--- src/shared/wol_params.svh ---
// offsets, field positions, reset values and counts of the wake-on-network detector
// assumes: included by the package and the design files by bare name
`ifndef WOL_PARAMS_SVH
`define WOL_PARAMS_SVH

// ----------------------------------------------------------------
// standard register indices (byte address = index * 4)
// ----------------------------------------------------------------
`define WOL_IDX_MMD_CTRL 5'h0D
`define WOL_IDX_MMD_DATA 5'h0E
`define WOL_IDX_IRQ_STAT 5'h1B
`define WOL_IDX_CONTROL 5'h1F
`define WOL_AXI_AW 8

// ----------------------------------------------------------------
// indirect register space
// ----------------------------------------------------------------
`define WOL_MMD_DEVAD 5'h02
`define WOL_MMD_DEPTH 48
`define WOL_MMD_STRAP 6'h02
`define WOL_MMD_WAKE_CTRL 6'h10
`define WOL_MMD_MAC_LO 6'h11
`define WOL_MMD_MAC_MI 6'h12
`define WOL_MMD_MAC_HI 6'h13
`define WOL_MMD_CRC_BASE 6'h14
`define WOL_MMD_MASK_BASE 6'h1C
`define WOL_MMD_MAGIC_STAT 6'h2C

// ----------------------------------------------------------------
// fields
// ----------------------------------------------------------------
`define WOL_WC_LINK_UP 0
`define WOL_WC_LINK_DOWN 1
`define WOL_WC_CUSTOM_LSB 2
`define WOL_WC_MAGIC 6
`define WOL_WC_OSEL_LSB 14
`define WOL_STRAP_LED_EN 8
`define WOL_STRAP_IRQ_EN 9
`define WOL_CTRL_IRQ_INV 14
`define WOL_IRQ_LINK_UP 0
`define WOL_IRQ_LINK_DOWN 2
`define WOL_FN_ADDR 2'b00
`define WOL_FN_POSTINC 2'b10

// ----------------------------------------------------------------
// frame figures and crc
// ----------------------------------------------------------------
`define WOL_SYNC_BYTES 3'd6
`define WOL_MAC_COPIES 16
`define WOL_MAC_BYTES 7'd96
`define WOL_FILTER_BYTES 7'd64
`define WOL_NUM_FILTERS 4
`define WOL_SYNC_BYTE 8'hFF
`define WOL_CRC_POLY 32'hEDB8_8320
`define WOL_CRC_INIT 32'hFFFF_FFFF
`define WOL_RESP_OKAY 2'b00
`define WOL_RESP_SLVERR 2'b10

`endif

--- src/shared/wol_pkg.sv ---
// types of the wake-on-network detector
// assumes: wol_params.svh on the include path
package wol_pkg;
  `include "wol_params.svh"

  // magic packet search states
  typedef enum logic [2:0] {
    WOL_MG_HUNT  = 3'b001,
    WOL_MG_MATCH = 3'b010,
    WOL_MG_FOUND = 3'b100
  } wol_magic_st_t;

  // what each power event pin shows
  typedef enum logic [1:0] {
    WOL_OSEL_BOTH     = 2'b00,
    WOL_OSEL_PKT_LINK = 2'b01,
    WOL_OSEL_LINK_PKT = 2'b10,
    WOL_OSEL_ALL      = 2'b11
  } wol_osel_t;
endpackage

--- src/shared/wol_stream_if.sv ---
// received byte stream shared by the custom packet crc units
// assumes: one clock, driven by the detector top
`timescale 1ns/100ps
interface wol_stream_if;
  logic start;
  logic take;
  logic [5:0] idx;
  logic [7:0] data;
  logic done;

  modport src (output start, output take, output idx, output data, output done);
  modport sink (input start, input take, input idx, input data, input done);
endinterface

--- src/design/wol_detector.sv ---
// wake-on-network detector: magic packet, custom crc packets, link change
// assumes: rx bytes and link state come from logic on aclk; registers over axi4-lite
//
// Overview of operation
// - six 0xFF bytes then sixteen local MAC copies is a magic packet.
// - magic matching only while its enable bit is one, using stored MAC.
// - magic detection is readable in a receive status register.
// - only mask-selected bytes of the first 64 feed each CRC.
// - at frame end, CRC equal to expected value raises power event.
// - four custom filters, enabled by wake control bits 2 to 5.
// - each filter holds a 32-bit expected CRC in low and high halves.
// - each filter has four mask registers covering 64 frame bytes.
// - enabled link-up or link-down transitions raise the power event.
// - the causing link change is readable in interrupt status register.
// - after reset every wake source is disabled.
// - power event routes to indicator pin or irq pin by strap fields.
// - wake control output select decides each pin's function.
// - power event holds until software clears the source's enable bit.
// - power event pins are active low.
// - irq pin level inverts with the interrupt polarity invert bit.
// - standard registers are direct; wake configuration is indirect.
// - indirect space reached via control index 0xD and data index 0xE.
//
// Added by the designer: the register offsets and the AXI4-Lite register port.
`timescale 1ns/100ps
`include "wol_params.svh"
module wol_detector
  import wol_pkg::*;
(
  input wire logic aclk,
  input wire logic aresetn,
  input wire logic [7:0] s_axi_awaddr,
  input wire logic s_axi_awvalid,
  output logic s_axi_awready,
  input wire logic [31:0] s_axi_wdata,
  input wire logic [3:0] s_axi_wstrb,
  input wire logic s_axi_wvalid,
  output logic s_axi_wready,
  output logic [1:0] s_axi_bresp,
  output logic s_axi_bvalid,
  input wire logic s_axi_bready,
  input wire logic [7:0] s_axi_araddr,
  input wire logic s_axi_arvalid,
  output logic s_axi_arready,
  output logic [31:0] s_axi_rdata,
  output logic [1:0] s_axi_rresp,
  output logic s_axi_rvalid,
  input wire logic s_axi_rready,
  input wire logic rx_valid,
  input wire logic [7:0] rx_data,
  input wire logic rx_last,
  input wire logic rx_error,
  input wire logic link_up,
  output logic power_event_on_led_pin_n,
  output logic power_event_on_irq_pin_n
);
  // ----------------------------------------------------------------
  // register state
  // ----------------------------------------------------------------
  logic [15:0] mmd_q [`WOL_MMD_DEPTH];
  logic [15:0] mmd_ctrl_q;
  logic [5:0] mmd_addr_q;
  logic [15:0] control_q;
  logic [7:0] wake_flags_q;
  logic [15:0] wake_ctrl;
  logic [47:0] mac;
  logic wr_take;
  logic rd_take;
  logic [4:0] wr_idx;
  logic [4:0] rd_idx;
  logic wr_hit;
  logic mmd_wr;
  logic mmd_rd;
  logic [15:0] wr_val;

  assign wake_ctrl = mmd_q[`WOL_MMD_WAKE_CTRL];
  assign mac = {mmd_q[`WOL_MMD_MAC_HI], mmd_q[`WOL_MMD_MAC_MI], mmd_q[`WOL_MMD_MAC_LO]};
  assign wr_take = s_axi_awvalid && s_axi_awready && s_axi_wvalid && s_axi_wready;
  assign rd_take = s_axi_arvalid && s_axi_arready;
  assign wr_idx = s_axi_awaddr[6:2];
  assign rd_idx = s_axi_araddr[6:2];
  assign wr_val = {s_axi_wstrb[1] ? s_axi_wdata[15:8] : 8'h00,
                   s_axi_wstrb[0] ? s_axi_wdata[7:0] : 8'h00};
  assign wr_hit = (s_axi_awaddr[7] == 1'b0) && (s_axi_awaddr[1:0] == 2'b00) &&
                  (wr_idx == `WOL_IDX_MMD_CTRL || wr_idx == `WOL_IDX_MMD_DATA ||
                   wr_idx == `WOL_IDX_CONTROL);
  assign mmd_wr = wr_take && wr_hit && wr_idx == `WOL_IDX_MMD_DATA &&
                  mmd_ctrl_q[15:14] != `WOL_FN_ADDR;
  assign mmd_rd = rd_take && s_axi_araddr[7] == 1'b0 && rd_idx == `WOL_IDX_MMD_DATA &&
                  mmd_ctrl_q[15:14] != `WOL_FN_ADDR;

  // ----------------------------------------------------------------
  // axi4-lite handshakes
  // ----------------------------------------------------------------
  always_ff @(posedge aclk) begin
    if (!aresetn) begin
      s_axi_awready <= 1'b0;
      s_axi_wready <= 1'b0;
    end else begin
      s_axi_awready <= s_axi_awvalid && s_axi_wvalid && !s_axi_awready && !s_axi_bvalid;
      s_axi_wready <= s_axi_awvalid && s_axi_wvalid && !s_axi_awready && !s_axi_bvalid;
    end
  end

  always_ff @(posedge aclk) begin
    if (!aresetn) begin
      s_axi_bvalid <= 1'b0;
      s_axi_bresp <= `WOL_RESP_OKAY;
    end else if (wr_take) begin
      s_axi_bvalid <= 1'b1;
      s_axi_bresp <= wr_hit ? `WOL_RESP_OKAY : `WOL_RESP_SLVERR;
    end else if (s_axi_bready) begin
      s_axi_bvalid <= 1'b0;
    end
  end

  always_ff @(posedge aclk) begin
    if (!aresetn) begin
      s_axi_arready <= 1'b0;
    end else begin
      s_axi_arready <= s_axi_arvalid && !s_axi_arready && !s_axi_rvalid;
    end
  end

  // ----------------------------------------------------------------
  // read data
  // ----------------------------------------------------------------
  function automatic logic [15:0] mmd_read(input logic [5:0] a);
    logic [15:0] v;
    v = 16'h0000;
    if (mmd_ctrl_q[4:0] != `WOL_MMD_DEVAD || a >= 6'(`WOL_MMD_DEPTH)) begin
      v = 16'h0000;
    end else if (a == `WOL_MMD_MAGIC_STAT) begin
      v = {15'h0000, wake_flags_q[`WOL_WC_MAGIC]};
    end else begin
      v = mmd_q[a];
    end
    return v;
  endfunction

  always_ff @(posedge aclk) begin
    if (!aresetn) begin
      s_axi_rvalid <= 1'b0;
      s_axi_rdata <= 32'h0000_0000;
      s_axi_rresp <= `WOL_RESP_OKAY;
    end else if (rd_take) begin
      s_axi_rvalid <= 1'b1;
      s_axi_rresp <= `WOL_RESP_OKAY;
      s_axi_rdata <= 32'h0000_0000;
      if (s_axi_araddr[7] || s_axi_araddr[1:0] != 2'b00) begin
        s_axi_rresp <= `WOL_RESP_SLVERR;
      end else if (rd_idx == `WOL_IDX_MMD_CTRL) begin
        s_axi_rdata <= {16'h0000, mmd_ctrl_q};
      end else if (rd_idx == `WOL_IDX_MMD_DATA) begin
        s_axi_rdata <= {16'h0000, mmd_ctrl_q[15:14] == `WOL_FN_ADDR ?
                        {10'h000, mmd_addr_q} : mmd_read(mmd_addr_q)};
      end else if (rd_idx == `WOL_IDX_IRQ_STAT) begin
        s_axi_rdata[`WOL_IRQ_LINK_UP] <= wake_flags_q[`WOL_WC_LINK_UP];
        s_axi_rdata[`WOL_IRQ_LINK_DOWN] <= wake_flags_q[`WOL_WC_LINK_DOWN];
      end else if (rd_idx == `WOL_IDX_CONTROL) begin
        s_axi_rdata <= {16'h0000, control_q};
      end else begin
        s_axi_rresp <= `WOL_RESP_SLVERR;
      end
    end else if (s_axi_rready) begin
      s_axi_rvalid <= 1'b0;
    end
  end

  // ----------------------------------------------------------------
  // direct registers and indirect pointer
  // ----------------------------------------------------------------
  always_ff @(posedge aclk) begin
    if (!aresetn) begin
      mmd_ctrl_q <= 16'h0000;
      control_q <= 16'h0000;
      mmd_addr_q <= 6'h00;
    end else begin
      if (wr_take && wr_hit && wr_idx == `WOL_IDX_MMD_CTRL) begin
        mmd_ctrl_q <= wr_val;
      end
      if (wr_take && wr_hit && wr_idx == `WOL_IDX_CONTROL) begin
        control_q <= wr_val;
      end
      if (wr_take && wr_hit && wr_idx == `WOL_IDX_MMD_DATA &&
          mmd_ctrl_q[15:14] == `WOL_FN_ADDR) begin
        mmd_addr_q <= wr_val[5:0];
      end else if ((mmd_wr || mmd_rd) && mmd_ctrl_q[15:14] == `WOL_FN_POSTINC) begin
        mmd_addr_q <= mmd_addr_q + 6'h01;
      end
    end
  end

  // reserved and read-only slots ignore writes
  always_ff @(posedge aclk) begin
    if (!aresetn) begin
      for (int i = 0; i < `WOL_MMD_DEPTH; i++) begin
        mmd_q[i] <= 16'h0000;
      end
    end else if (mmd_wr && mmd_ctrl_q[4:0] == `WOL_MMD_DEVAD &&
                 mmd_addr_q < 6'(`WOL_MMD_DEPTH) && mmd_addr_q != `WOL_MMD_MAGIC_STAT) begin
      mmd_q[mmd_addr_q] <= wr_val;
    end
  end

  // ----------------------------------------------------------------
  // frame position
  // ----------------------------------------------------------------
  logic [6:0] byte_idx_q;
  logic frame_ok;

  assign frame_ok = rx_valid && rx_last && !rx_error;

  always_ff @(posedge aclk) begin
    if (!aresetn) begin
      byte_idx_q <= 7'h00;
    end else if (rx_valid) begin
      byte_idx_q <= rx_last ? 7'h00 :
                    (byte_idx_q == `WOL_FILTER_BYTES ? byte_idx_q : byte_idx_q + 7'h01);
    end
  end

  // ----------------------------------------------------------------
  // magic packet search
  // ----------------------------------------------------------------
  wol_magic_st_t mg_q;
  logic [2:0] ff_cnt_q;
  logic [6:0] mac_pos_q;
  logic [2:0] mac_byte_q;
  logic [7:0] mac_expect;
  logic magic_hit;

  always_comb begin
    mac_expect = 8'h00;
    for (int k = 0; k < 6; k++) begin
      if (mac_byte_q == 3'(k)) begin
        mac_expect = mac[47 - 8 * k -: 8];
      end
    end
  end

  always_ff @(posedge aclk) begin
    if (!aresetn) begin
      mg_q <= WOL_MG_HUNT;
      ff_cnt_q <= 3'd0;
      mac_pos_q <= 7'h00;
      mac_byte_q <= 3'd0;
    end else if (rx_valid && rx_last) begin
      mg_q <= WOL_MG_HUNT;
      ff_cnt_q <= 3'd0;
      mac_pos_q <= 7'h00;
      mac_byte_q <= 3'd0;
    end else if (rx_valid) begin
      case (mg_q)
        WOL_MG_HUNT: begin
          if (ff_cnt_q == `WOL_SYNC_BYTES && rx_data == mac[47:40]) begin
            mg_q <= WOL_MG_MATCH;
            mac_pos_q <= 7'h01;
            mac_byte_q <= 3'd1;
          end else if (rx_data == `WOL_SYNC_BYTE) begin
            ff_cnt_q <= ff_cnt_q == `WOL_SYNC_BYTES ? ff_cnt_q : ff_cnt_q + 3'd1;
          end else begin
            ff_cnt_q <= 3'd0;
          end
        end
        WOL_MG_MATCH: begin
          if (rx_data == mac_expect) begin
            mac_pos_q <= mac_pos_q + 7'h01;
            mac_byte_q <= mac_byte_q == 3'd5 ? 3'd0 : mac_byte_q + 3'd1;
            if (mac_pos_q + 7'h01 == `WOL_MAC_BYTES) begin
              mg_q <= WOL_MG_FOUND;
            end
          end else begin
            mg_q <= WOL_MG_HUNT;
            ff_cnt_q <= rx_data == `WOL_SYNC_BYTE ? 3'd1 : 3'd0;
          end
        end
        WOL_MG_FOUND: begin
          mg_q <= WOL_MG_FOUND;
        end
        default: begin
          mg_q <= WOL_MG_HUNT;
        end
      endcase
    end
  end

  assign magic_hit = frame_ok && mg_q == WOL_MG_FOUND;

  // ----------------------------------------------------------------
  // custom packet filters
  // ----------------------------------------------------------------
  wol_stream_if st ();
  logic [3:0] custom_hit;

  assign st.start = rx_valid && rx_last;
  assign st.take = rx_valid && !rx_last && byte_idx_q < `WOL_FILTER_BYTES;
  assign st.idx = byte_idx_q[5:0];
  assign st.data = rx_data;
  assign st.done = frame_ok;

  for (genvar f = 0; f < `WOL_NUM_FILTERS; f++) begin : g_filter
    wol_crc_unit u_crc (
      .aclk(aclk),
      .aresetn(aresetn),
      .st(st),
      .mask({mmd_q[`WOL_MMD_MASK_BASE + 4 * f + 3], mmd_q[`WOL_MMD_MASK_BASE + 4 * f + 2],
             mmd_q[`WOL_MMD_MASK_BASE + 4 * f + 1], mmd_q[`WOL_MMD_MASK_BASE + 4 * f]}),
      .expected({mmd_q[`WOL_MMD_CRC_BASE + 2 * f + 1], mmd_q[`WOL_MMD_CRC_BASE + 2 * f]}),
      .hit(custom_hit[f])
    );
  end

  // ----------------------------------------------------------------
  // link change and sticky wake flags
  // ----------------------------------------------------------------
  logic link_prev_q;
  logic [7:0] wake_set;

  always_ff @(posedge aclk) begin
    if (!aresetn) begin
      link_prev_q <= 1'b0;
    end else begin
      link_prev_q <= link_up;
    end
  end

  assign wake_set = {1'b0, magic_hit, custom_hit,
                     link_prev_q && !link_up, !link_prev_q && link_up};

  always_ff @(posedge aclk) begin
    if (!aresetn) begin
      wake_flags_q <= 8'h00;
    end else begin
      wake_flags_q <= (wake_flags_q | wake_set) & wake_ctrl[7:0];
    end
  end

  // ----------------------------------------------------------------
  // power event pins
  // ----------------------------------------------------------------
  logic pkt_evt;
  logic link_evt;
  logic led_evt;
  logic irq_evt;
  wol_osel_t osel;

  assign pkt_evt = |wake_flags_q[`WOL_WC_MAGIC:`WOL_WC_CUSTOM_LSB];
  assign link_evt = wake_flags_q[`WOL_WC_LINK_UP] || wake_flags_q[`WOL_WC_LINK_DOWN];
  assign osel = wol_osel_t'(wake_ctrl[`WOL_WC_OSEL_LSB +: 2]);

  always_comb begin
    case (osel)
      WOL_OSEL_PKT_LINK: begin
        led_evt = pkt_evt;
        irq_evt = link_evt;
      end
      WOL_OSEL_LINK_PKT: begin
        led_evt = link_evt;
        irq_evt = pkt_evt;
      end
      default: begin
        led_evt = pkt_evt || link_evt;
        irq_evt = pkt_evt || link_evt;
      end
    endcase
  end

  always_ff @(posedge aclk) begin
    if (!aresetn) begin
      power_event_on_led_pin_n <= 1'b1;
      power_event_on_irq_pin_n <= 1'b1;
    end else begin
      power_event_on_led_pin_n <= !(led_evt && mmd_q[`WOL_MMD_STRAP][`WOL_STRAP_LED_EN]);
      power_event_on_irq_pin_n <= !(irq_evt && mmd_q[`WOL_MMD_STRAP][`WOL_STRAP_IRQ_EN])
                                  ^ control_q[`WOL_CTRL_IRQ_INV];
    end
  end
endmodule

--- src/design/wol_crc_unit.sv ---
// one custom packet filter: crc over mask-selected bytes, compare at frame end
// assumes: stream from the detector top, same clock and reset
`timescale 1ns/100ps
`include "wol_params.svh"
module wol_crc_unit
  import wol_pkg::*;
(
  input wire logic aclk,
  input wire logic aresetn,
  wol_stream_if.sink st,
  input wire logic [63:0] mask,
  input wire logic [31:0] expected,
  output logic hit
);
  logic [31:0] crc_q;
  logic [31:0] crc_d;

  // reflected byte-wise crc step
  always_comb begin
    crc_d = crc_q ^ {24'h00_0000, st.data};
    for (int b = 0; b < 8; b++) begin
      crc_d = crc_d[0] ? ((crc_d >> 1) ^ `WOL_CRC_POLY) : (crc_d >> 1);
    end
  end

  always_ff @(posedge aclk) begin
    if (!aresetn || st.start) begin
      crc_q <= `WOL_CRC_INIT;
    end else if (st.take && mask[st.idx]) begin
      crc_q <= crc_d;
    end
  end

  always_ff @(posedge aclk) begin
    if (!aresetn) begin
      hit <= 1'b0;
    end else begin
      hit <= st.done && (~crc_q == expected);
    end
  end
endmodule

--- config.mk ---
export PLATFORM = sky130hd
export DESIGN_NAME = wol_detector
export DESIGN_NICKNAME = d
export VERILOG_FILES = /design/src/shared/wol_pkg.sv /design/src/shared/wol_stream_if.sv /design/src/design/wol_detector.sv /design/src/design/wol_crc_unit.sv
export VERILOG_INCLUDE_DIRS = /design/src /design/src/shared
export SDC_FILE = /design/constraint.sdc
export NUM_CORES = 2
export LEC_CHECK = 0
export BUFFER_PORTS_ARGS = -buffer_cell sky130_fd_sc_hd__buf_4
export CAP_MARGIN = 15
export CORE_UTILIZATION = 50
export DETAILED_ROUTE_END_ITERATION = 10
export PLACE_DENSITY = 0.73
export SLEW_MARGIN = 10
export SYNTH_ARGS = -nofsm -noshare
export SYNTH_HDL_FRONTEND = slang
export SYNTH_SLANG_ARGS = --single-unit
--- constraint.sdc ---
create_clock -name aclk -period 6.9 [get_ports aclk]
set_clock_uncertainty 0.1 [all_clocks]
set_input_delay 0.69 -clock aclk [delete_from_list [all_inputs] [get_ports aclk]]
set_output_delay 0.69 -clock aclk [all_outputs]
set_load 0.02 [all_outputs]
* Word-level counts from Yosys, hierarchy flattened
Memory sizes are Yosys's and may differ from the RTL's. A register that Yosys moved wholly into a read port is not among the register bits.
Cells that the tools add are included.
** Word-level totals
- Bits in registers :: 244
- RAM bits :: 768
- Output and inout bits :: 43
- Memories :: 1
** Memory list
- mmd_q :: depth 48, width 16, rd ports 30, clocked after memory_dff 1, write ports 48, RTL line wol_detector.sv:60 : logic [15:0] mmd_q [`WOL_MMD_DEPTH];
** Operators by class
- $add $sub $neg :: 5
- Order comparisons :: 4
- Equality and inequality tests :: 39
- Multiplexer cells :: 101
- Bitwise logic cells :: 46
- Reduce and logical (&&, ||, !) cells :: 77
** Operators by type and width (number)
- $mux 32 :: 35
- $not 13->14 :: 32
- $eq 32x32->1 :: 4
- $not 32->32 :: 4
- $xor 32x8->32 :: 4
- $mux 16 :: 5
- $mux 8 :: 8
- $logic_and 1x1->1 :: 42
- $mux 3 :: 10
- $mux 6 :: 5
- $mux 29 :: 1
- $mux 7 :: 4
- $bmux 1 s6 :: 4
- $eq 5x4->1 const B :: 4
- $mux 1 :: 17
- $eq 8x8->1 :: 2
- $reduce_or 16->1 :: 1
- $eq 5x5->1 const B :: 3
- $add 7x1->7 const B :: 2
- $eq 7x7->1 const B :: 2
- $pmux 7 s2 :: 1
- $eq 3x3->1 const B :: 4
- $mux 2 :: 6
- $pmux 3 s2 :: 2
- 34 further kinds :: 70

* Logic depth before layout (Yosys ltp)
- Depth in word-level cells :: 17
- Mapped depth :: 14
- Mapped depth without buffers :: 11

* Hierarchy
A second synthesis with hierarchy kept.
** Unflattened totals
- Cell total of the unflattened synthesis :: 4374
- Area, all modules :: 60002.5 µm²
** By module, submodules not included
- wol_detector :: times used 1, cells an instance 3326, area each 48596.6 µm², seq. area each 32731.4 µm²
- wol_crc_unit :: times used 4, cells an instance 262, area each 2851.5 µm², seq. area each 660.6 µm²

* Worst setup path after synthesis
OpenSTA, ideal clock, no wires.
- Path kind :: input to register
- Start :: input s_axi_awaddr[1]
- End :: memory mmd_q[1][0], enable pin
- Setup time :: 0.372 ns
- Arrival :: 2.918 ns
- Required time :: 6.428 ns
- Slack :: 3.510 ns
- Cell stages on the path :: 9
- Cell sequence :: nor2_1 > nand3_1 > nor3_1 > nor3b_1 > nand4_1 > nor3_1 > nand2_1 > clkbuf_1 > nand2_1
** RTL lines
- start: declaration :: RTL line wol_detector.sv:32 : input wire logic [7:0] s_axi_awaddr,
- end: declaration :: RTL line wol_detector.sv:60

==> out/qor_table.md <==
| Result | This run | Unit |
| --- | --- | --- |
| Count of buffers inserted at the top-level ports | 77 | - |
| Share of synthesized cell area in full adder, half adder and majority cells | 0.00190 | - |
| Post-detailed-route wirelength per cell | 25.5 | µm |
| Number of nets in the layout | 4667 | - |
| Normalized max-slew margin | 0.254 | - |
| Overall routed net length | 159000 | µm |
| Kind of start point of the critical path | flop | - |
| Cell count after placement | 5974 | - |
| Avg Vias per Cell | 6.06 | - |
| Post-synth EDFFs | 1024 | - |
| Non-filler cells in the finished layout | 6220 | - |
| Share of the synthesized area in the top cell type | 0.519 | - |
| Leakage power | 22.2 | nW |
| Post-Synth XOR/XNOR Area | 0.0642 | - |
| Most numerous cell in the Yosys netlist | edfxtp_1 | - |
| Average instance area after synthesis | 13.6 | µm² |
| Die Span X | 346 | µm |
| Setup Fix Bufs, Post-CTS | 0 | - |
| Clock H-tree levels | 4 | - |
| Worst-Skew Late Latency | 0.75 | ns |
| Simple logic cell fraction of the synthesized area | 0.106 | - |
| Post-synthesis async set-or-reset flop share | 0 | - |
| Final worst path period share | 0.683 | - |
| Final critical-path required period | 4.71 | ns |
| Final Hold Violating Endpoints | 0 | - |
| Area growth from synthesis to layout | 12.3 | % |
| Number of buffers inserted for hold repair after clock tree synthesis | 0 | - |
| Peak ir drop on the vdd network | 0.232 | mV |
| Die extent in y | 346 | µm |
| Cell at the root of the clock tree | clkbuf_16 | - |
| Cell area after synthesis | 0.0592 | mm² |
| Slack of the critical path | 2.19 | ns |
| Worst Setup End Kind | flop | - |
| Post-Place Worst Slack | 1.77 | ns |
| Top Ports | 114 | - |
| CTS tree | built | - |
| Aggregate negative setup slack | 0 | ns |
| Data arrival time at the worst-slack endpoint | 4.97 | ns |
| Routability Congestion | 0.949 | - |
| Total Die Area | 0.120 | mm² |
| Residual overflow from global routing | 0 | - |
| Layout Cell Area excl Fill | 0.0665 | mm² |
| Count of unresolved DRC violations after routing | 0 | - |
| CTS resizes | 0 | - |
| Run status | complete, no violations | - |
| Pins Over Slew Limit | 0 | - |
| Number of different library cells in the post-synthesis netlist | 76 | - |
| Synth Area in Compound Gates | 0.0383 | - |
| Synthesized flop and latch total | 1255 | - |
| Largest net degree at the start of global routing | 93 | - |
| Sequential area share after synthesis | 0.598 | - |
| Violation count after the first detailed-route iteration | 4813 | - |
| Cell accounting for the most synthesized area | edfxtp_1 | - |
| Vias in the first global route | 36425 | - |
| Setup violations, final | 0 | - |
| Overall Global Routing Usage | 0.263 | - |
| Top flip-flop cell by instance count after synthesis | edfxtp_1 | - |
| Global-route wire length before repair | 234000 | µm |
| Number of buffers added by the clock tree synthesis step | 133 | - |
| Area contributors post-synth | edfxtp_1 (52%), mux4_2 (15%), dfxtp_1 (7.8%), nor2_1 (5.5%), xnor2_1 (4.5%) | - |
| Yosys Warn Count | 0 | - |
| Largest fanout of any net on the critical path | 17 | - |
| Placeable core area | 0.117 | mm² |
| 1st-pass router iterations | 8 | - |
| Achievable clock frequency | 212 | MHz |
| Power Dens Cells | 265 | mW/mm² |
| Most common library cells after synthesis | edfxtp_1 (1024), nor2_1 (864), mux4_2 (387) | - |
| Via total after detailed routing | 37667 | - |
| Actual slew at the worst max-slew pin | 1.12 | ns |
| Number of maximum-capacitance constraint violations | 0 | - |
| Mux cell area share after synthesis | 0.163 | - |
| Initial Utilization | 0.507 | - |
| Crit path required time | 7.16 | ns |
| RSZ-0062 raised after global routing | no | - |
| Sinks on the clock net | 1255 | - |
| Critical setup path kind | flop to flop | - |
| DPL Wire Length | 105000 | µm |
| Initial antenna violation count | 3 | - |
| Dominant combinational cell family by area after synthesis | multiplexers | - |
| Row cnt | 125 | - |
| Clock transition at path regs | 0.06 | ns |
| Number of instances in the synthesized netlist | 4364 | - |
| Placed instance area | 0.0620 | mm² |
| Fraction of layout cells with a size suffix above 1 | 0.174 | - |
| Buffer depth of the longest clock path | 3 | - |
| Antenna violation net count after detailed routing | 0 | - |
| Hold crit path type | input port to flop | - |
## cell usage in the layout, fill, tap and decap left out, types with 27 or more instances in the layout
cell	netlist	final
edfxtp_1	1024	1024
nor2_1	864	860
mux4_2	387	387
xnor2_1	301	301
conb_1	1	274
nand2_1	281	264
dfxtp_1	231	225
buf_4	32	163
clkbuf_16	0	137
xor2_1	133	133
mux2i_1	81	81
o211ai_1	76	76
nor3_1	75	74
a21oi_1	56	56
o21ai_0	53	53
nand3_1	50	50
nor2b_1	46	46
nor4_1	38	38
inv_1	37	37
a31oi_1	37	37
nand4_1	35	35
clkbuf_1	237	27
## area by class of cell
| type | count | area, µm² |
|---|---|---|
| Sequential cell | 1255 | 35400 |
| Clock buffer | 176 | 3690 |
| Antenna cell | 2 | 5.00 |
| Inverter | 37 | 139 |
| Multi-Input combinational cell | 2990 | 23200 |
| Clock inverter | 66 | 752 |
| Tap cell | 1524 | 1910 |
| Fill cell | 9022 | 50400 |
| Timing Repair Buffer | 170 | 1350 |
## sequential cells by signal, summed over array words and instances (netlist names), 3 cells and up, named ones only
register / count
wake_flags_q: 7
control_q: 16
mg_q: 3
mac_pos_q: 7
g_filter.u_crc.hit: 4
mac_byte_q: 3
mmd_ctrl_q: 16
g_filter.u_crc.crc_q: 128
mmd_q: 1024
mmd_addr_q: 6
byte_idx_q: 7
s_axi_rdata: 16
ff_cnt_q: 3
## worst paths after layout
check | startpoint | to | slack, ns | depth (start not counted)
worst max-delay path | s_axi_wready$_SDFF_PN0_ | mmd_q[6][0]$_SDFFCE_PN0P_ | 2.19 | 7
worst min-delay path | link_up | link_prev_q$_SDFF_PN0_ | 0.09 | 2
worst max register to register | s_axi_wready$_SDFF_PN0_ | mmd_q[6][0]$_SDFFCE_PN0P_ | 2.19 | 7
worst min register to register | s_axi_bvalid$_SDFFE_PN0P_ | s_axi_wready$_SDFF_PN0_ | 0.34 | 1
## logic make-up after synthesis
logic type,after synthesis
compound gates,322
simple gates,1470
flops,1255
buf+inv,392
other cells,1
fa+ha+maj,9
mux,481
xor+xnor,434
## metal layers
metal | share of wire | wire, µm | global-route usage
met5 | 0.000082 | 13 | 0
met4 | 0.038 | 6070 | 0.102
met3 | 0.11 | 17800 | 0.0568
met2 | 0.47 | 74400 | 0.413
met1 | 0.38 | 60700 | 0.360
## power by group
group          total, W  switching [W]  leakage [nW]  internal (W)
clock network   0.00732        0.00301          2.17       0.00431
logic           0.00146       0.000867          8.34      0.000594
registers       0.00882       0.000238          11.7       0.00858
## critical path, stage by stage, from the launching register on
cell     delay [ns]
dfxtp_1        0.36
nand3_1        0.13
nor3_1         0.33
nor3b_1        0.78
nand4_1        0.33
nor2_2         0.86
nand2_1        0.65
nand2_1        0.76
## metrics by stage
stage	total power (W)	hold slack, ns	util
final	0.0176	0.0911	0.569
after global routing	0.0180	0.0863	0.569
after CTS	0.0176	0.0554	0.569
after detailed placement	0.0104	0.331	0.531
after global placement	0.0104	0.325	0.531
after floorplan	0.00994	0.326	-
Power figures use the tool's default switching activity.
